### src/cemc_pkg.sv
// Package: constants and types for the cache error marking control block
package cemc_pkg;

    // ****************************************
    // Register access codes and offsets
    // ****************************************
    localparam logic [7:0]  CEMC_ASI_TAG          = 8'h6e;
    localparam logic [7:0]  CEMC_ASI_CTL          = 8'h4c;
    localparam logic [63:0] CEMC_VA_TAG           = 64'h0000_0000_0000_0000;
    localparam logic [63:0] CEMC_VA_CTL           = 64'h0000_0000_0000_0010;

    // ****************************************
    // Field positions and reset values
    // ****************************************
    localparam int          CEMC_TAG_W            = 14;
    localparam int          CEMC_BIT_TRAP_UE      = 9;
    localparam int          CEMC_BIT_TRAP_CEDG    = 8;
    localparam int          CEMC_BIT_RELAXED      = 1;
    localparam int          CEMC_BIT_HANDLER      = 0;
    localparam logic        CEMC_POR_RELAXED      = 1'b1;
    localparam logic        CEMC_POR_OTHER        = 1'b0;
    localparam logic        CEMC_SOFT_CLEAR       = 1'b0;
    localparam logic [13:0] CEMC_TAG_RESET        = 14'h0000;
    localparam logic [13:0] CEMC_BUS_IN_TAG       = 14'h0000;

    // ****************************************
    // Marker layout
    // ****************************************
    localparam logic [7:0]  CEMC_SYN_MARKED       = 8'h7f;
    localparam int          CEMC_TAG_HI_LSB       = 42;
    localparam int          CEMC_TAG_LO_LSB       = 0;
    localparam int          CEMC_ERR_BIT_A        = 63;
    localparam int          CEMC_ERR_BIT_B        = 35;
    localparam int          CEMC_ERR_BIT_C        = 22;
    localparam logic [7:0]  CEMC_MARK_ECC_DEFAULT = 8'h00;

    // ****************************************
    // Data path sources
    // ****************************************
    localparam int          CEMC_NUM_SRC          = 4;
    localparam int          CEMC_SRC_L1           = 0;
    localparam int          CEMC_SRC_L2           = 1;
    localparam int          CEMC_SRC_BUS_IN       = 2;
    localparam int          CEMC_SRC_BUS_OUT      = 3;
    localparam int          CEMC_INT_WORDS        = 8;

    typedef struct packed {
        logic [63:0] data;
        logic [7:0]  ecc;
    } cemc_dw_s;

    typedef struct packed {
        logic        valid;
        cemc_dw_s    dw;
        logic [7:0]  syn;
        logic        ue;
    } cemc_chan_s;

endpackage

### src/cemc_top.sv
// Module: error marking and error action control of the memory subsystem
`timescale 1ns/1ps
// Functional notes
// RULE1 - Start marking only on an uncorrected error not yet marked.
// RULE2 - Replace only the erroneous doubleword and its ECC, nothing around it.
// RULE3 - Interrupt packet data is stored unmarked into eight data registers and ECC.
// RULE4 - Mark level-1 data, level-2 data, incoming and outgoing cacheable bus data.
// RULE5 - Cacheable data carries single-correct double-detect ECC per doubleword.
// RULE6 - Source tag register: 14 writable bits, upper bits read zero.
// RULE7 - Power-on reset sets relaxed detection, clears all else.
// RULE8 - Other resets log handler and relaxed bits, then clear control.
// RULE9 - Bit 9 gates traps from uncorrected and raw uncorrected errors.
// RULE10 - Bit 8 gates traps from corrected errors and degradation events.
// RULE11 - Control register steers detection masking, trap masking, multiple-fault trap.
// RULE12 - Marker holds tag at 55:42 and 13:0, zeros, three-bit error ECC.
// RULE13 - Syndrome 7f means already marked; other multibit syndromes are raw.
// RULE14 - Relaxed detection suppresses urgent and access errors when work can continue.
// RULE15 - Handler bit set on async fault trap, cleared on trap return.
// RULE16 - Already marked data passes unchanged and is not reported again.
module cemc_top
    import cemc_pkg::*;
(
    // Clock and reset
    input  wire logic        sys_clk_in,
    input  wire logic        rstn_in,
    input  wire logic        other_reset_in,
    // Register access
    input  wire logic        reg_rd_in,
    input  wire logic        reg_wr_in,
    input  wire logic [7:0]  reg_asi_in,
    input  wire logic [63:0] reg_va_in,
    input  wire logic [63:0] reg_wdata_in,
    output logic [63:0]      reg_rdata_out,
    output logic             reg_rvalid_out,
    // Cacheable data paths
    input  wire cemc_chan_s  chan_in [CEMC_NUM_SRC],
    output logic             chan_valid_out [CEMC_NUM_SRC],
    output cemc_dw_s         chan_dw_out [CEMC_NUM_SRC],
    output logic             chan_raw_ue_out [CEMC_NUM_SRC],
    // Interrupt packet receive
    input  wire logic        int_wr_in,
    input  wire logic [2:0]  int_idx_in,
    input  wire cemc_dw_s    int_dw_in,
    input  wire logic [2:0]  int_rd_idx_in,
    output logic [63:0]      int_rdata_out,
    output logic [63:0]      int_recc_out,
    // Error events and traps
    input  wire logic        ue_event_in,
    input  wire logic        cedg_event_in,
    input  wire logic        urgent_err_in,
    input  wire logic        can_continue_in,
    input  wire logic        async_trap_taken_in,
    input  wire logic        trap_return_in,
    output logic             ue_trap_out,
    output logic             cedg_trap_out,
    output logic             urgent_detect_out,
    output logic             multi_fault_trap_out,
    // State change log capture
    output logic             log_valid_out,
    output logic             log_relaxed_out,
    output logic             log_handler_out,
    // Control state
    output logic             relaxed_detection_out,
    output logic             urgent_handler_active_out
);

    // ****************************************
    // Registers
    // ****************************************
    logic [13:0] marker_source_tag_reg;
    logic        trap_mask_uncorrected_reg;
    logic        trap_mask_corrected_degraded_reg;
    logic        relaxed_detection_reg;
    logic        urgent_handler_active_reg;
    logic [63:0] int_data_reg [CEMC_INT_WORDS];
    logic [7:0]  int_ecc_reg  [CEMC_INT_WORDS];
    logic        hit_tag;
    logic        hit_ctl;
    logic        urgent_seen;

    function automatic logic reg_hit(input logic [7:0] asi, input logic [63:0] va,
                                     input logic [7:0] want_asi, input logic [63:0] want_va);
        reg_hit = (asi == want_asi) && (va == want_va);
    endfunction

    assign hit_tag = reg_hit(reg_asi_in, reg_va_in, CEMC_ASI_TAG, CEMC_VA_TAG);
    assign hit_ctl = reg_hit(reg_asi_in, reg_va_in, CEMC_ASI_CTL, CEMC_VA_CTL);

    // ****************************************
    // Source tag register
    // ****************************************
    always_ff @(posedge sys_clk_in or negedge rstn_in)
    begin
        if (!rstn_in)
            marker_source_tag_reg <= CEMC_TAG_RESET;
        else if (reg_wr_in && hit_tag)
            marker_source_tag_reg <= reg_wdata_in[CEMC_TAG_W-1:0]; // RULE6
    end

    // ****************************************
    // Error action control register
    // ****************************************
    // A pending hardware event wins over a software write in the same cycle
    assign urgent_seen = urgent_err_in && !(relaxed_detection_reg && can_continue_in); // RULE14

    always_ff @(posedge sys_clk_in or negedge rstn_in)
    begin
        if (!rstn_in)
        begin
            trap_mask_uncorrected_reg        <= CEMC_POR_OTHER; // RULE7
            trap_mask_corrected_degraded_reg <= CEMC_POR_OTHER;
            relaxed_detection_reg            <= CEMC_POR_RELAXED; // RULE7
            urgent_handler_active_reg        <= CEMC_POR_OTHER;
        end
        else if (other_reset_in)
        begin
            trap_mask_uncorrected_reg        <= CEMC_SOFT_CLEAR; // RULE8
            trap_mask_corrected_degraded_reg <= CEMC_SOFT_CLEAR;
            relaxed_detection_reg            <= CEMC_SOFT_CLEAR;
            urgent_handler_active_reg        <= CEMC_SOFT_CLEAR;
        end
        else
        begin
            if (reg_wr_in && hit_ctl)
            begin
                trap_mask_uncorrected_reg        <= reg_wdata_in[CEMC_BIT_TRAP_UE]; // RULE9
                trap_mask_corrected_degraded_reg <= reg_wdata_in[CEMC_BIT_TRAP_CEDG]; // RULE10
            end
            if (urgent_seen && urgent_handler_active_reg)
                relaxed_detection_reg <= 1'b1; // RULE11
            else if (reg_wr_in && hit_ctl)
                relaxed_detection_reg <= reg_wdata_in[CEMC_BIT_RELAXED];
            if (async_trap_taken_in)
                urgent_handler_active_reg <= 1'b1; // RULE15
            else if (trap_return_in)
                urgent_handler_active_reg <= 1'b0; // RULE15
            else if (reg_wr_in && hit_ctl)
                urgent_handler_active_reg <= reg_wdata_in[CEMC_BIT_HANDLER];
        end
    end

    // ****************************************
    // State change log capture
    // ****************************************
    // Copy taken from the values held before the clear lands
    always_ff @(posedge sys_clk_in or negedge rstn_in)
    begin
        if (!rstn_in)
        begin
            log_valid_out   <= 1'b0;
            log_relaxed_out <= 1'b0;
            log_handler_out <= 1'b0;
        end
        else
        begin
            log_valid_out <= other_reset_in; // RULE8
            if (other_reset_in)
            begin
                log_relaxed_out <= relaxed_detection_reg; // RULE8
                log_handler_out <= urgent_handler_active_reg;
            end
        end
    end

    // ****************************************
    // Trap and detection gating
    // ****************************************
    assign ue_trap_out               = ue_event_in && trap_mask_uncorrected_reg; // RULE9 RULE11
    assign cedg_trap_out             = cedg_event_in && trap_mask_corrected_degraded_reg; // RULE10 RULE11
    assign urgent_detect_out         = urgent_seen; // RULE14 RULE11
    assign multi_fault_trap_out      = urgent_seen && urgent_handler_active_reg; // RULE11
    assign relaxed_detection_out     = relaxed_detection_reg;
    assign urgent_handler_active_out = urgent_handler_active_reg;

    // ****************************************
    // Register read
    // ****************************************
    always_ff @(posedge sys_clk_in or negedge rstn_in)
    begin
        if (!rstn_in)
        begin
            reg_rdata_out  <= '0;
            reg_rvalid_out <= 1'b0;
        end
        else
        begin
            reg_rvalid_out <= reg_rd_in;
            reg_rdata_out  <= '0;
            if (reg_rd_in && hit_tag)
                reg_rdata_out[CEMC_TAG_W-1:0] <= marker_source_tag_reg; // RULE6
            else if (reg_rd_in && hit_ctl)
            begin
                reg_rdata_out[CEMC_BIT_TRAP_UE]   <= trap_mask_uncorrected_reg;
                reg_rdata_out[CEMC_BIT_TRAP_CEDG] <= trap_mask_corrected_degraded_reg;
                reg_rdata_out[CEMC_BIT_RELAXED]   <= relaxed_detection_reg;
                reg_rdata_out[CEMC_BIT_HANDLER]   <= urgent_handler_active_reg;
            end
        end
    end

    // ****************************************
    // Cacheable data marking
    // ****************************************
    // Incoming bus data is tagged as memory system, the rest as this core
    for (genvar i = 0; i < CEMC_NUM_SRC; i++)
    begin : g_mark
        cemc_marker u_marker (
            .sys_clk_in (sys_clk_in),
            .rstn_in    (rstn_in),
            .chan_in    (chan_in[i]),
            .tag_in     ((i == CEMC_SRC_BUS_IN) ? CEMC_BUS_IN_TAG : marker_source_tag_reg), // RULE4
            .valid_out  (chan_valid_out[i]),
            .dw_out     (chan_dw_out[i]),
            .raw_ue_out (chan_raw_ue_out[i])
        );
    end

    // ****************************************
    // Interrupt receive registers
    // ****************************************
    // Never marked: a bad word is simply overwritten by the next packet
    always_ff @(posedge sys_clk_in or negedge rstn_in)
    begin
        if (!rstn_in)
        begin
            for (int k = 0; k < CEMC_INT_WORDS; k++)
            begin
                int_data_reg[k] <= '0;
                int_ecc_reg[k]  <= '0;
            end
        end
        else if (int_wr_in)
        begin
            int_data_reg[int_idx_in] <= int_dw_in.data; // RULE3
            int_ecc_reg[int_idx_in]  <= int_dw_in.ecc; // RULE3
        end
    end

    always_comb
    begin
        int_rdata_out = int_data_reg[int_rd_idx_in];
        int_recc_out  = '0;
        for (int k = 0; k < CEMC_INT_WORDS; k++)
            int_recc_out[k*8 +: 8] = int_ecc_reg[k];
    end

    // ****************************************
    // Checks
    // ****************************************
    a_int_unmarked: assert property (@(posedge sys_clk_in) disable iff (!rstn_in)
        int_wr_in ##1 (int_rd_idx_in == $past(int_idx_in)) |-> int_rdata_out == $past(int_dw_in.data))
        else $error("Interrupt data altered"); // RULE3
    a_tag_upper_zero: assert property (@(posedge sys_clk_in) disable iff (!rstn_in)
        reg_rd_in && hit_tag |=> reg_rdata_out[63:14] == '0 && reg_rdata_out[13:0] == $past(marker_source_tag_reg))
        else $error("Tag read wrong"); // RULE6
    a_other_reset_clear: assert property (@(posedge sys_clk_in) disable iff (!rstn_in)
        other_reset_in |=> !relaxed_detection_reg && !urgent_handler_active_reg && !trap_mask_uncorrected_reg
        && log_valid_out && log_relaxed_out == $past(relaxed_detection_reg)) else $error("Other reset wrong"); // RULE8
    a_ue_trap_gate: assert property (@(posedge sys_clk_in) disable iff (!rstn_in)
        reg_wr_in && hit_ctl && !other_reset_in ##1 ue_event_in
        |-> ue_trap_out == $past(reg_wdata_in[CEMC_BIT_TRAP_UE])) else $error("Uncorrected trap ungated"); // RULE9
    a_cedg_trap_gate: assert property (@(posedge sys_clk_in) disable iff (!rstn_in)
        reg_wr_in && hit_ctl && !other_reset_in ##1 cedg_event_in
        |-> cedg_trap_out == $past(reg_wdata_in[CEMC_BIT_TRAP_CEDG])) else $error("Corrected trap ungated"); // RULE10
    a_relaxed_suppress: assert property (@(posedge sys_clk_in) disable iff (!rstn_in)
        urgent_err_in && relaxed_detection_reg && can_continue_in |-> !urgent_detect_out)
        else $error("Relaxed detection ignored"); // RULE14
    a_handler_set: assert property (@(posedge sys_clk_in) disable iff (!rstn_in)
        async_trap_taken_in && !other_reset_in |=> urgent_handler_active_reg) else $error("Handler not set"); // RULE15
    a_handler_clear: assert property (@(posedge sys_clk_in) disable iff (!rstn_in)
        trap_return_in && !async_trap_taken_in |=> !urgent_handler_active_reg) else $error("Handler not cleared"); // RULE15

endmodule

### src/cemc_marker.sv
// Module: doubleword error marker for one cacheable data path
`timescale 1ns/1ps
module cemc_marker
    import cemc_pkg::*;
#(
    parameter logic [7:0] MARK_ECC = CEMC_MARK_ECC_DEFAULT
)
(
    // Clock and reset
    input  wire logic        sys_clk_in,
    input  wire logic        rstn_in,
    // Incoming doubleword with checker result
    input  wire cemc_chan_s  chan_in,
    input  wire logic [13:0] tag_in,
    // Outgoing doubleword
    output logic             valid_out,
    output cemc_dw_s         dw_out,
    output logic             raw_ue_out
);

    // ****************************************
    // Classification
    // ****************************************
    logic     is_raw;
    cemc_dw_s mark_dw;

    assign is_raw = chan_in.valid && chan_in.ue && (chan_in.syn != CEMC_SYN_MARKED); // RULE1 RULE13

    // Error bits forced to zero; the stored ECC makes them the three-bit error
    always_comb
    begin
        mark_dw      = '0;
        mark_dw.data[CEMC_TAG_HI_LSB +: CEMC_TAG_W] = tag_in; // RULE12
        mark_dw.data[CEMC_TAG_LO_LSB +: CEMC_TAG_W] = tag_in; // RULE12
        mark_dw.ecc  = MARK_ECC; // RULE12
    end

    // ****************************************
    // Output stage
    // ****************************************
    always_ff @(posedge sys_clk_in or negedge rstn_in)
    begin
        if (!rstn_in)
        begin
            valid_out  <= 1'b0;
            dw_out     <= '0;
            raw_ue_out <= 1'b0;
        end
        else
        begin
            valid_out  <= chan_in.valid;
            // Only this doubleword is replaced, neighbours go through as sent
            dw_out     <= is_raw ? mark_dw : chan_in.dw; // RULE2 RULE16 RULE5
            raw_ue_out <= is_raw; // RULE16
        end
    end

    a_marked_passes: assert property (@(posedge sys_clk_in) disable iff (!rstn_in)
        chan_in.valid && chan_in.ue && chan_in.syn == CEMC_SYN_MARKED
        |=> dw_out == $past(chan_in.dw) && !raw_ue_out) else $error("Marked data altered"); // RULE16
    a_raw_tag_placed: assert property (@(posedge sys_clk_in) disable iff (!rstn_in)
        is_raw |=> raw_ue_out && dw_out.data[55:42] == $past(tag_in)
        && dw_out.data[13:0] == $past(tag_in) && dw_out.data[41:14] == '0) else $error("Marker layout wrong"); // RULE12
    a_clean_passes: assert property (@(posedge sys_clk_in) disable iff (!rstn_in)
        chan_in.valid && !chan_in.ue |=> dw_out == $past(chan_in.dw)) else $error("Clean data altered"); // RULE2

endmodule

### config.mk
export PLATFORM = sky130hd
export DESIGN_NAME = cemc_top
export DESIGN_NICKNAME = d
export VERILOG_FILES = /design/src/cemc_pkg.sv /design/src/cemc_top.sv /design/src/cemc_marker.sv
export SDC_FILE = /design/constraint.sdc
export NUM_CORES = 1
export LEC_CHECK = 0
export BUFFER_PORTS_ARGS = -buffer_cell sky130_fd_sc_hd__buf_4
export CORE_AREA = 3 3 403 405
export CTS_CLUSTER_SIZE = 12
export DETAILED_ROUTE_END_ITERATION = 8
export DIE_AREA = 0 0 406 408
export MAX_ROUTING_LAYER = met4
export PLACE_DENSITY = 0.43
export SLEW_MARGIN = 10
export SYNTH_ARGS = -nofsm -noshare
export SYNTH_HDL_FRONTEND = slang
export SYNTH_SLANG_ARGS = --single-unit
### constraint.sdc
create_clock -name sys_clk_in -period 2.5 [get_ports sys_clk_in]
set_input_delay 0.5 -clock sys_clk_in [delete_from_list [all_inputs] [get_ports sys_clk_in]]
set_output_delay 0.5 -clock sys_clk_in [all_outputs]
set_load 0.1 [all_outputs]
==> results of run 1 <==
-- per-layer routing --
metal	vias up	share of wire [%]	track usage [%]
met2	761	51	32.26
met3	254	6.5	5.700
met4	0	3.1	6.161
li1	11150	-	-
met1	13090	39	21.34
met5	-	0	-
-- metrics by stage --
step	utilization (%)	area, um2	setup WS [ns]
2_1_floorplan	-	37300	0.03313
3_3_place_gp	30.12	47810	-0.1211
3_5_place_dp	30.12	47810	-0.1050
4_1_cts	34.68	55060	-0.1616
5_1_grt	34.76	55180	-0.1820
6_report	34.76	55190	-0.04789
-- final cells by class --
cell class	instances	area (um2)
Sequential cell	908	22720
Clock inverter	33	449.2
Clock buffer	166	3272
Multi-Input combinational cell	1364	13600
Timing Repair Buffer	1358	12420
Inverter	7	26.28
Antenna cell	39	97.59
Fill cell	15660	103600
Tap cell	2072	2592
-- synth_stat cells (3+ instances only) --
library cell	count	area (um2)
sky130_fd_sc_hd__buf_4	58	435.4
sky130_fd_sc_hd__mux2_1	11	123.9
sky130_fd_sc_hd__and2_1	218	1364
sky130_fd_sc_hd__a22oi_1	4	30.03
sky130_fd_sc_hd__nor4_1	21	131.4
sky130_fd_sc_hd__o211ai_1	4	30.03
sky130_fd_sc_hd__mux4_2	128	2883
sky130_fd_sc_hd__inv_1	7	26.28
sky130_fd_sc_hd__nor4b_1	3	26.28
sky130_fd_sc_hd__nor4_2	5	62.56
sky130_fd_sc_hd__mux2_2	645	7263
sky130_fd_sc_hd__dfrtp_1	907	22700
sky130_fd_sc_hd__nand2_1	213	799.5
sky130_fd_sc_hd__nor3_1	3	15.01
sky130_fd_sc_hd__clkbuf_1	95	356.6
sky130_fd_sc_hd__nand4_1	14	87.58
sky130_fd_sc_hd__nor2_1	10	37.54
sky130_fd_sc_hd__nor3b_1	5	37.54
sky130_fd_sc_hd__nand3_1	4	20.02
sky130_fd_sc_hd__buf_2	34	170.2
sky130_fd_sc_hd__nand4b_1	7	61.31
-- how the worst max path moves through the flow --
stage                      startpoint                end  slack (ns)  depth (start not counted)
finish              int_data_reg[302]  int_rdata_out[46]       -0.05                          3
global route          int_data_reg[2]   int_rdata_out[2]       -0.18                          3
CTS                   int_data_reg[2]   int_rdata_out[2]       -0.16                          3
detailed placement   int_rd_idx_in[0]  int_rdata_out[60]       -0.10                          6
global placement     int_rd_idx_in[0]  int_rdata_out[60]       -0.12                          6
floorplan            int_rd_idx_in[0]  int_rdata_out[10]        0.03                          4
-- cell families (layout without fill, tap and decap cells) --
family                 Yosys count  in the layout  share of synthesized area [%]
AOI/OAI and AO/OA               16             16                         0.3089
buffers and inverters          196           1564                          2.702
muxes                          784            784                          27.86
other                            1             89                        0.01017
DFF                            908            908                          61.64
and+or+nand+nor                514            514                          7.477
-- cell usage in the layout, fill, tap and decap left out, drive strengths merged, types with 3 or more instances in the layout --
cell type	n
clkinvlp	3
bufinv	7
buf	1087
nand2	213
dfrtp	907
nor3b	5
nor2	10
diode	39
and2	218
mux2	656
a22oi	4
o211ai	4
nor4	27
clkbuf	167
clkinv	21
inv	9
nand3	4
nand4b	7
conb	50
mux4	128
dlygate4sd3	270
nor3	5
nand4	14
nor4b	4
-- critical path, stage by stage (launching register included) --
cell and delay, ns:
sky130_fd_sc_hd__dfrtp_1 0.38, sky130_fd_sc_hd__mux4_2 0.47, sky130_fd_sc_hd__mux2_4 0.32, sky130_fd_sc_hd__buf_12 0.17
-- power breakdown --
group          total, mW  internal [mW]  switching, mW
sequential          18.2           17.1           1.09
clock               16.4           9.73           6.63
combinational       15.5           5.82           9.73
total               50.1           32.6           17.4
-- what timing repair did --
action                                 in CTS  in global routing
setup endpoints to repair                  64                 64
buffers inserted                            4                  3
resized for setup                         192                  0
endpoints found under the hold margin     292                  1
hold buffers                              269                  1
==> results.txt, run 1 <==
- Status: finished with violations
- Min Tclk post-route: about 2.5 ns
* Class of the tightest hold or removal check: primary input to flop
* Final Max Slew Viols: 0
- Violated checks: setup timing
- The hold violation count in the final report was 0.
- Unrepaired setup endpoints after global routing: true
* Setup total negative slack: -1.454 ns
- Port Buffers: about 950
- The first routing iteration left between 1000 and 1500 violations.
- Ports: 1052
- Dividing the detail-routed via count by the number of cells gives roughly 4.2.
* Worst Setup End Kind: primary output
- Gr usage total: around a fifth
* Area of the die: between 150000 and 200000 um2
- The H-tree generated during clock tree synthesis spans 3 levels.
* Main flop type after synthesis: sky130_fd_sc_hd__dfrtp_1
- Dividing the final minimum period by the clock period gives 101.9%.
- Synthesis instantiated 38 different standard cells from the library.
* Overall via count from detail_route: 25250
- For this configuration, the core starts out at a cell density of between 20% and 30%.
* Post-synthesis async set-or-reset flop share: 100.0%
- Average instance area after synthesis: around 15 um2
- Cell depth of the worst min-delay path: 3
- The clock reaches the later pin of the worst-skew pair after ~0.72 ns.
- The root buffer cell chosen for the clock tree is sky130_fd_sc_hd__clkbuf_16.
- After floorplanning, the core was sized to cover 158700 um2.
- Count of state elements after synthesis: approximately 910
- The first global-routing pass estimated 216.9 mm of wire.
- Residual antenna-violating net count after detailed routing: 0
- End of the worst register-to-register path: relaxed_detection_out
- In the routed design, unresolved DRC markers number 0.
- Entering global routing, the biggest net connects between 70 and 80 pins.
- Type of element launching the critical path: flop
- Number of clock buffers inserted by TritonCTS: roughly 110
- Proportion of layout cells with a drive suffix above 1: between 50% and 60%
* Startpoint of the worst register-to-register path: relaxed_detection_out
* Setup clock skew after layout: around 0.047 ns
- In the final routed layout, each cell accounts on average for approximately 26 um.
- Detailed placement ended at an HPWL of 114.4 mm.
* Clock Sink Count: 908
- Slew @ Worst Pin: between 0.7 and 0.8 ns
- Endpoint, Worst Hold: g_mark[3].u_marker.dw_out[10]
- Maximum vdd ir drop: around 0.61 mV
- The synthesized design contains 0 enable-type register cells.
- From synthesis to final layout, the design area changed by 49.71%.
- In this run the power density over the cells is around 910 nW/um2.
- Remaining global-route overflow: 0
* Final Wtd Congestion: just under 0.9
* Count of synthesis-stage warnings from yosys: 0
- In this run the core area contains between 100 and 150 standard-cell rows.
- The worst register-to-register path has a setup slack of 1.26 ns.
- Path type of the worst setup path: flop to primary output
* Final wirelength: about 150 mm
- Min setup slack post-route: -0.04789 ns
- The die is 408 um tall.
- The number of global-route vias before repair came to 27710.
* Horizontal die dimension: 406 um
- TritonCTS built the clock tree.
* Max-capacitance violation count: 0
- Setup violations remaining at the end of the flow were counted as between 50 and 60.
- The analysis attributes to cell leakage a power of 25.25 nW.
* Overall power: ~50 mW
* Number of instances in the placed design: between 5000 and 6000
- Static timing analysis puts the maximum clock frequency at ~390 MHz.
- Initial antenna violation count: 79
- The worst pin sits at a relative slew slack of a little over half.
- The worst register-to-register path has a depth of 5.
- Worst hold slack: around 0.066 ns
- The cell area that synthesis handed to floorplanning was roughly 37000 um2.
* Clk pin slew, worst setup/hold paths: about 0.060 ns
- In this run the worst path has a maximum fanout of 2.
* Buffer levels on the longest clock path: 3
- At the worst endpoint, the arrival time is slightly above 2 ns.
- Cells after Synth: roughly 2400
- After the last flow step, the layout net total stands at 4301.
- Required arrival time at the worst endpoint: 2.00 ns
- Start point of the worst hold path: chan_in[19]
- Part of the Yosys area used for sequential elements: around three fifths
- The register with the most flip-flops in the layout has between 500 and 600 of them.
- The first detailed-routing pass took 4 iterations.
- Finished Layout Cells: between 5000 and 6000
Power figures use the tool's default switching activity.
==> run 2, diff against run 1 <==
- clock period: 2.5 -> 2.8 ns (I/O delays scaled with it)
==> results.txt, run 2 (same netlist as run 1, synthesis figures left out) <==
- The flow ran to the end, and the final reports show no timing, DRC or antenna violations.
- The root buffer cell chosen for the clock tree is sky130_fd_sc_hd__clkbuf_16.
- Setup violations remaining at the end of the flow were counted as 0.
* Data arrival time of the critical path: ~2.2 ns
* Final Max Slew Viols: 0
- Ports: ~1100
- The worst setup path is captured at a primary output.
- Overall via count from detail_route: 25200
- Slew Limit Headroom: between 30% and 40%
- The floorplan step set the die width to between 400 and 500 um.
- After floorplanning, the core was sized to cover about 160000 um2.
- Maximum vdd ir drop: 0.4620 mV
- Global routing used about a fifth of the available tracks across all layers.
- The number of setup buffers added after CTS is 0.
- Final Wtd Congestion: between 0.9 and 1
- Initial antenna violation count: 98
* Clk pin slew, worst setup/hold paths: around 0.06 ns
- First-pass GRT wire length: roughly 220 mm
- The hold violation count in the final report came to 0.
- Clock Sink Count: slightly above 900
- Residual antenna-violating net count after detailed routing: 0
- Global routing finished with a remaining overflow of 0.
- End of the worst register-to-register path: relaxed_detection_out
- Leak: about 24 nW
* Via count normalized by instance count: around 4.3
- Unrepaired setup endpoints after global routing: true
- Min Tclk post-route: approximately 2.8 ns
- Type of element launching the critical path: primary input
* Max FFs per register: 512
- For the pin with the worst max-slew slack, the measured transition is roughly 1 ns.
- The die covers between 150000 and 200000 um2.
- The library cell used most frequently in the layout, excluding fill and tap cells, is sky130_fd_sc_hd__buf_4.
- Measured in cells, the most critical reg-to-reg path has a length of 5.
- Compared with the post-synthesis result, the final layout area differs by 44.60%.
- The floorplan has 146 rows.
* Overall power: roughly 43 mW
- Final Net Count: ~4200
- The tool flagged a number of max-cap violations equal to 0.
- Class of the tightest hold or removal check: primary input to flop
- Vias in the first global route: between 20000 and 30000
- The routed design has 155.7 mm of wire.
- Number of clock buffers inserted by TritonCTS: 108
- At the later pin of the worst-skew pair, clock insertion delay measures around 0.7 ns.
- Post-route DRC: 0
- The startpoint identified for the worst hold timing path is chan_in[266].
- Detailed placement ended at an HPWL of between 100 and 150 mm.
* Number of DRC markers after the initial detailed-route iteration: 1132
* Post-detailed-route wirelength per cell: 26.54 um
- Leading cell types in the layout, fill and taps excluded: sky130_fd_sc_hd__buf_4 (1007), sky130_fd_sc_hd__dfrtp_1 (907), sky130_fd_sc_hd__mux2_2 (645), sky130_fd_sc_hd__dlygate4sd3_1 (231), sky130_fd_sc_hd__and2_1 (218)
- Derived from the worst setup path, the maximum achievable clock frequency is roughly 360 MHz.
- Counting the fill cells in the layout gives about 16000.
- For the final database, setup skew stands at roughly 0.034 ns.
- For this configuration, the core starts out at a cell density of a little under a quarter.
- Input and output buffers added on the ports amount to roughly 950.
- Detailed-router iteration count before antenna repair: 5
- Along the worst hold path, the cell count comes to 3.
* Proportion of layout cells with a drive suffix above 1: roughly 54%
- Required arrival time at the worst endpoint: approximately 2.2 ns
* Buffer levels on the longest clock path: 3
- Power density normalized to cell area: about 810 nW/um2
- The clock tree synthesis step divided the H-tree into 3 levels.
* Register-to-register setup slack: 1.36 ns
- Endpoint, Worst Hold: g_mark[0].u_marker.dw_out[11]
- Floorplan die height: about 410 um
- Final worst-path cycle share: 98.99%
- Path type of the worst setup path: primary input to primary output
- Setup total negative slack: 0 ns
* Maximum number of pins on one net before global-route repair: 74
- The worst register-to-register path begins at relaxed_detection_out.
- Max Fanout on Critical Path: 11
* TritonCTS clock tree: yes
## run 2: cell types whose count changed in the layout (fill, tap and decap cells not counted), moves of 3 or more
| cell | previous run | this run |
|---|---|---|
| sky130_fd_sc_hd__dlygate4sd3_1 | 270 | 231 |
| sky130_fd_sc_hd__diode_2 | 39 | 32 |
| sky130_fd_sc_hd__buf_6 | 0 | 5 |
| sky130_fd_sc_hd__mux2_4 | 64 | 0 |
| sky130_fd_sc_hd__mux2_2 | 581 | 645 |
| sky130_fd_sc_hd__buf_12 | 123 | 46 |
| sky130_fd_sc_hd__clkbuf_1 | 24 | 27 |
| sky130_fd_sc_hd__clkbuf_8 | 34 | 28 |
| sky130_fd_sc_hd__buf_4 | 963 | 1007 |
## run 2: worst max-delay path, cell delays in order
cell                       delay [ns]
sky130_fd_sc_hd__clkbuf_8        0.23
sky130_fd_sc_hd__buf_4           0.27
sky130_fd_sc_hd__mux4_2          0.54
sky130_fd_sc_hd__mux2_2          0.34
sky130_fd_sc_hd__buf_4           0.25
## run 2: power breakdown
group	switching, mW	internal [mW]	total, mW	leakage (nW)
sequential	0.973	15.2	16.2	11.0
clock	6.01	8.46	14.5	1.77
combinational	8.49	4.23	12.7	11.5
## run 2: worst max path at each step
stage	cells after the start	from	to	slack [ns]
after CTS	3	int_data_reg[281]	int_rdata_out[25]	0.002
after global routing	5	int_rd_idx_in[0]	int_rdata_out[57]	-0.01
after global placement	5	int_rd_idx_in[0]	int_rdata_out[37]	0.03
after detailed placement	5	int_rd_idx_in[0]	int_rdata_out[30]	0.02
after floorplan	4	int_rd_idx_in[0]	int_rdata_out[43]	0.09
final	5	int_rd_idx_in[0]	int_rdata_out[37]	0.03
## run 2: repair_timing
action,4_1_cts,5_1_grt
pin swaps,0,0
endpoints found under the hold margin,274,0
setup endpoints to repair,3,7
gates resized for setup,3,2
hold buffers,231,0
cloned,0,0
## run 2: routing by layer
| layer | track usage [%] | vias to the layer above | part of all wire, % |
|---|---|---|---|
| li1 | - | 10980 | - |
| met1 | 21.95 | 13040 | 39 |
| met2 | 31.37 | 886 | 50 |
| met3 | 5.797 | 296 | 7.3 |
| met4 | 6.924 | 0 | 3.7 |
| met5 | - | - | 0 |
## run 2: metrics by stage
step,hold slack [ns],area (um2),utilization [%],std cells,setup slack [ns]
CTS,0.0001280,53220,33.52,5836,0.002370
global route,0.01381,53280,33.57,5860,-0.01206
detailed placement,0.4760,47250,29.77,5411,0.01658
finish,0.08369,53300,33.58,5868,0.02829
floorplan,0.2644,37060,-,2468,0.08870
global placement,0.4687,47250,29.77,5411,0.02526
## run 2: area by class of cell
cell class	count	area (um2)	area share [%]
clock inverters	31	441.7	0.8286
multi-input cells	1364	13360	25.07
diodes	32	80.08	0.1502
inverters	7	26.28	0.04929
well taps	2072	2592	4.864
clock buffers	163	3201	6.004
repair buffers	1291	10880	20.41
flip-flops and latches	908	22720	42.63
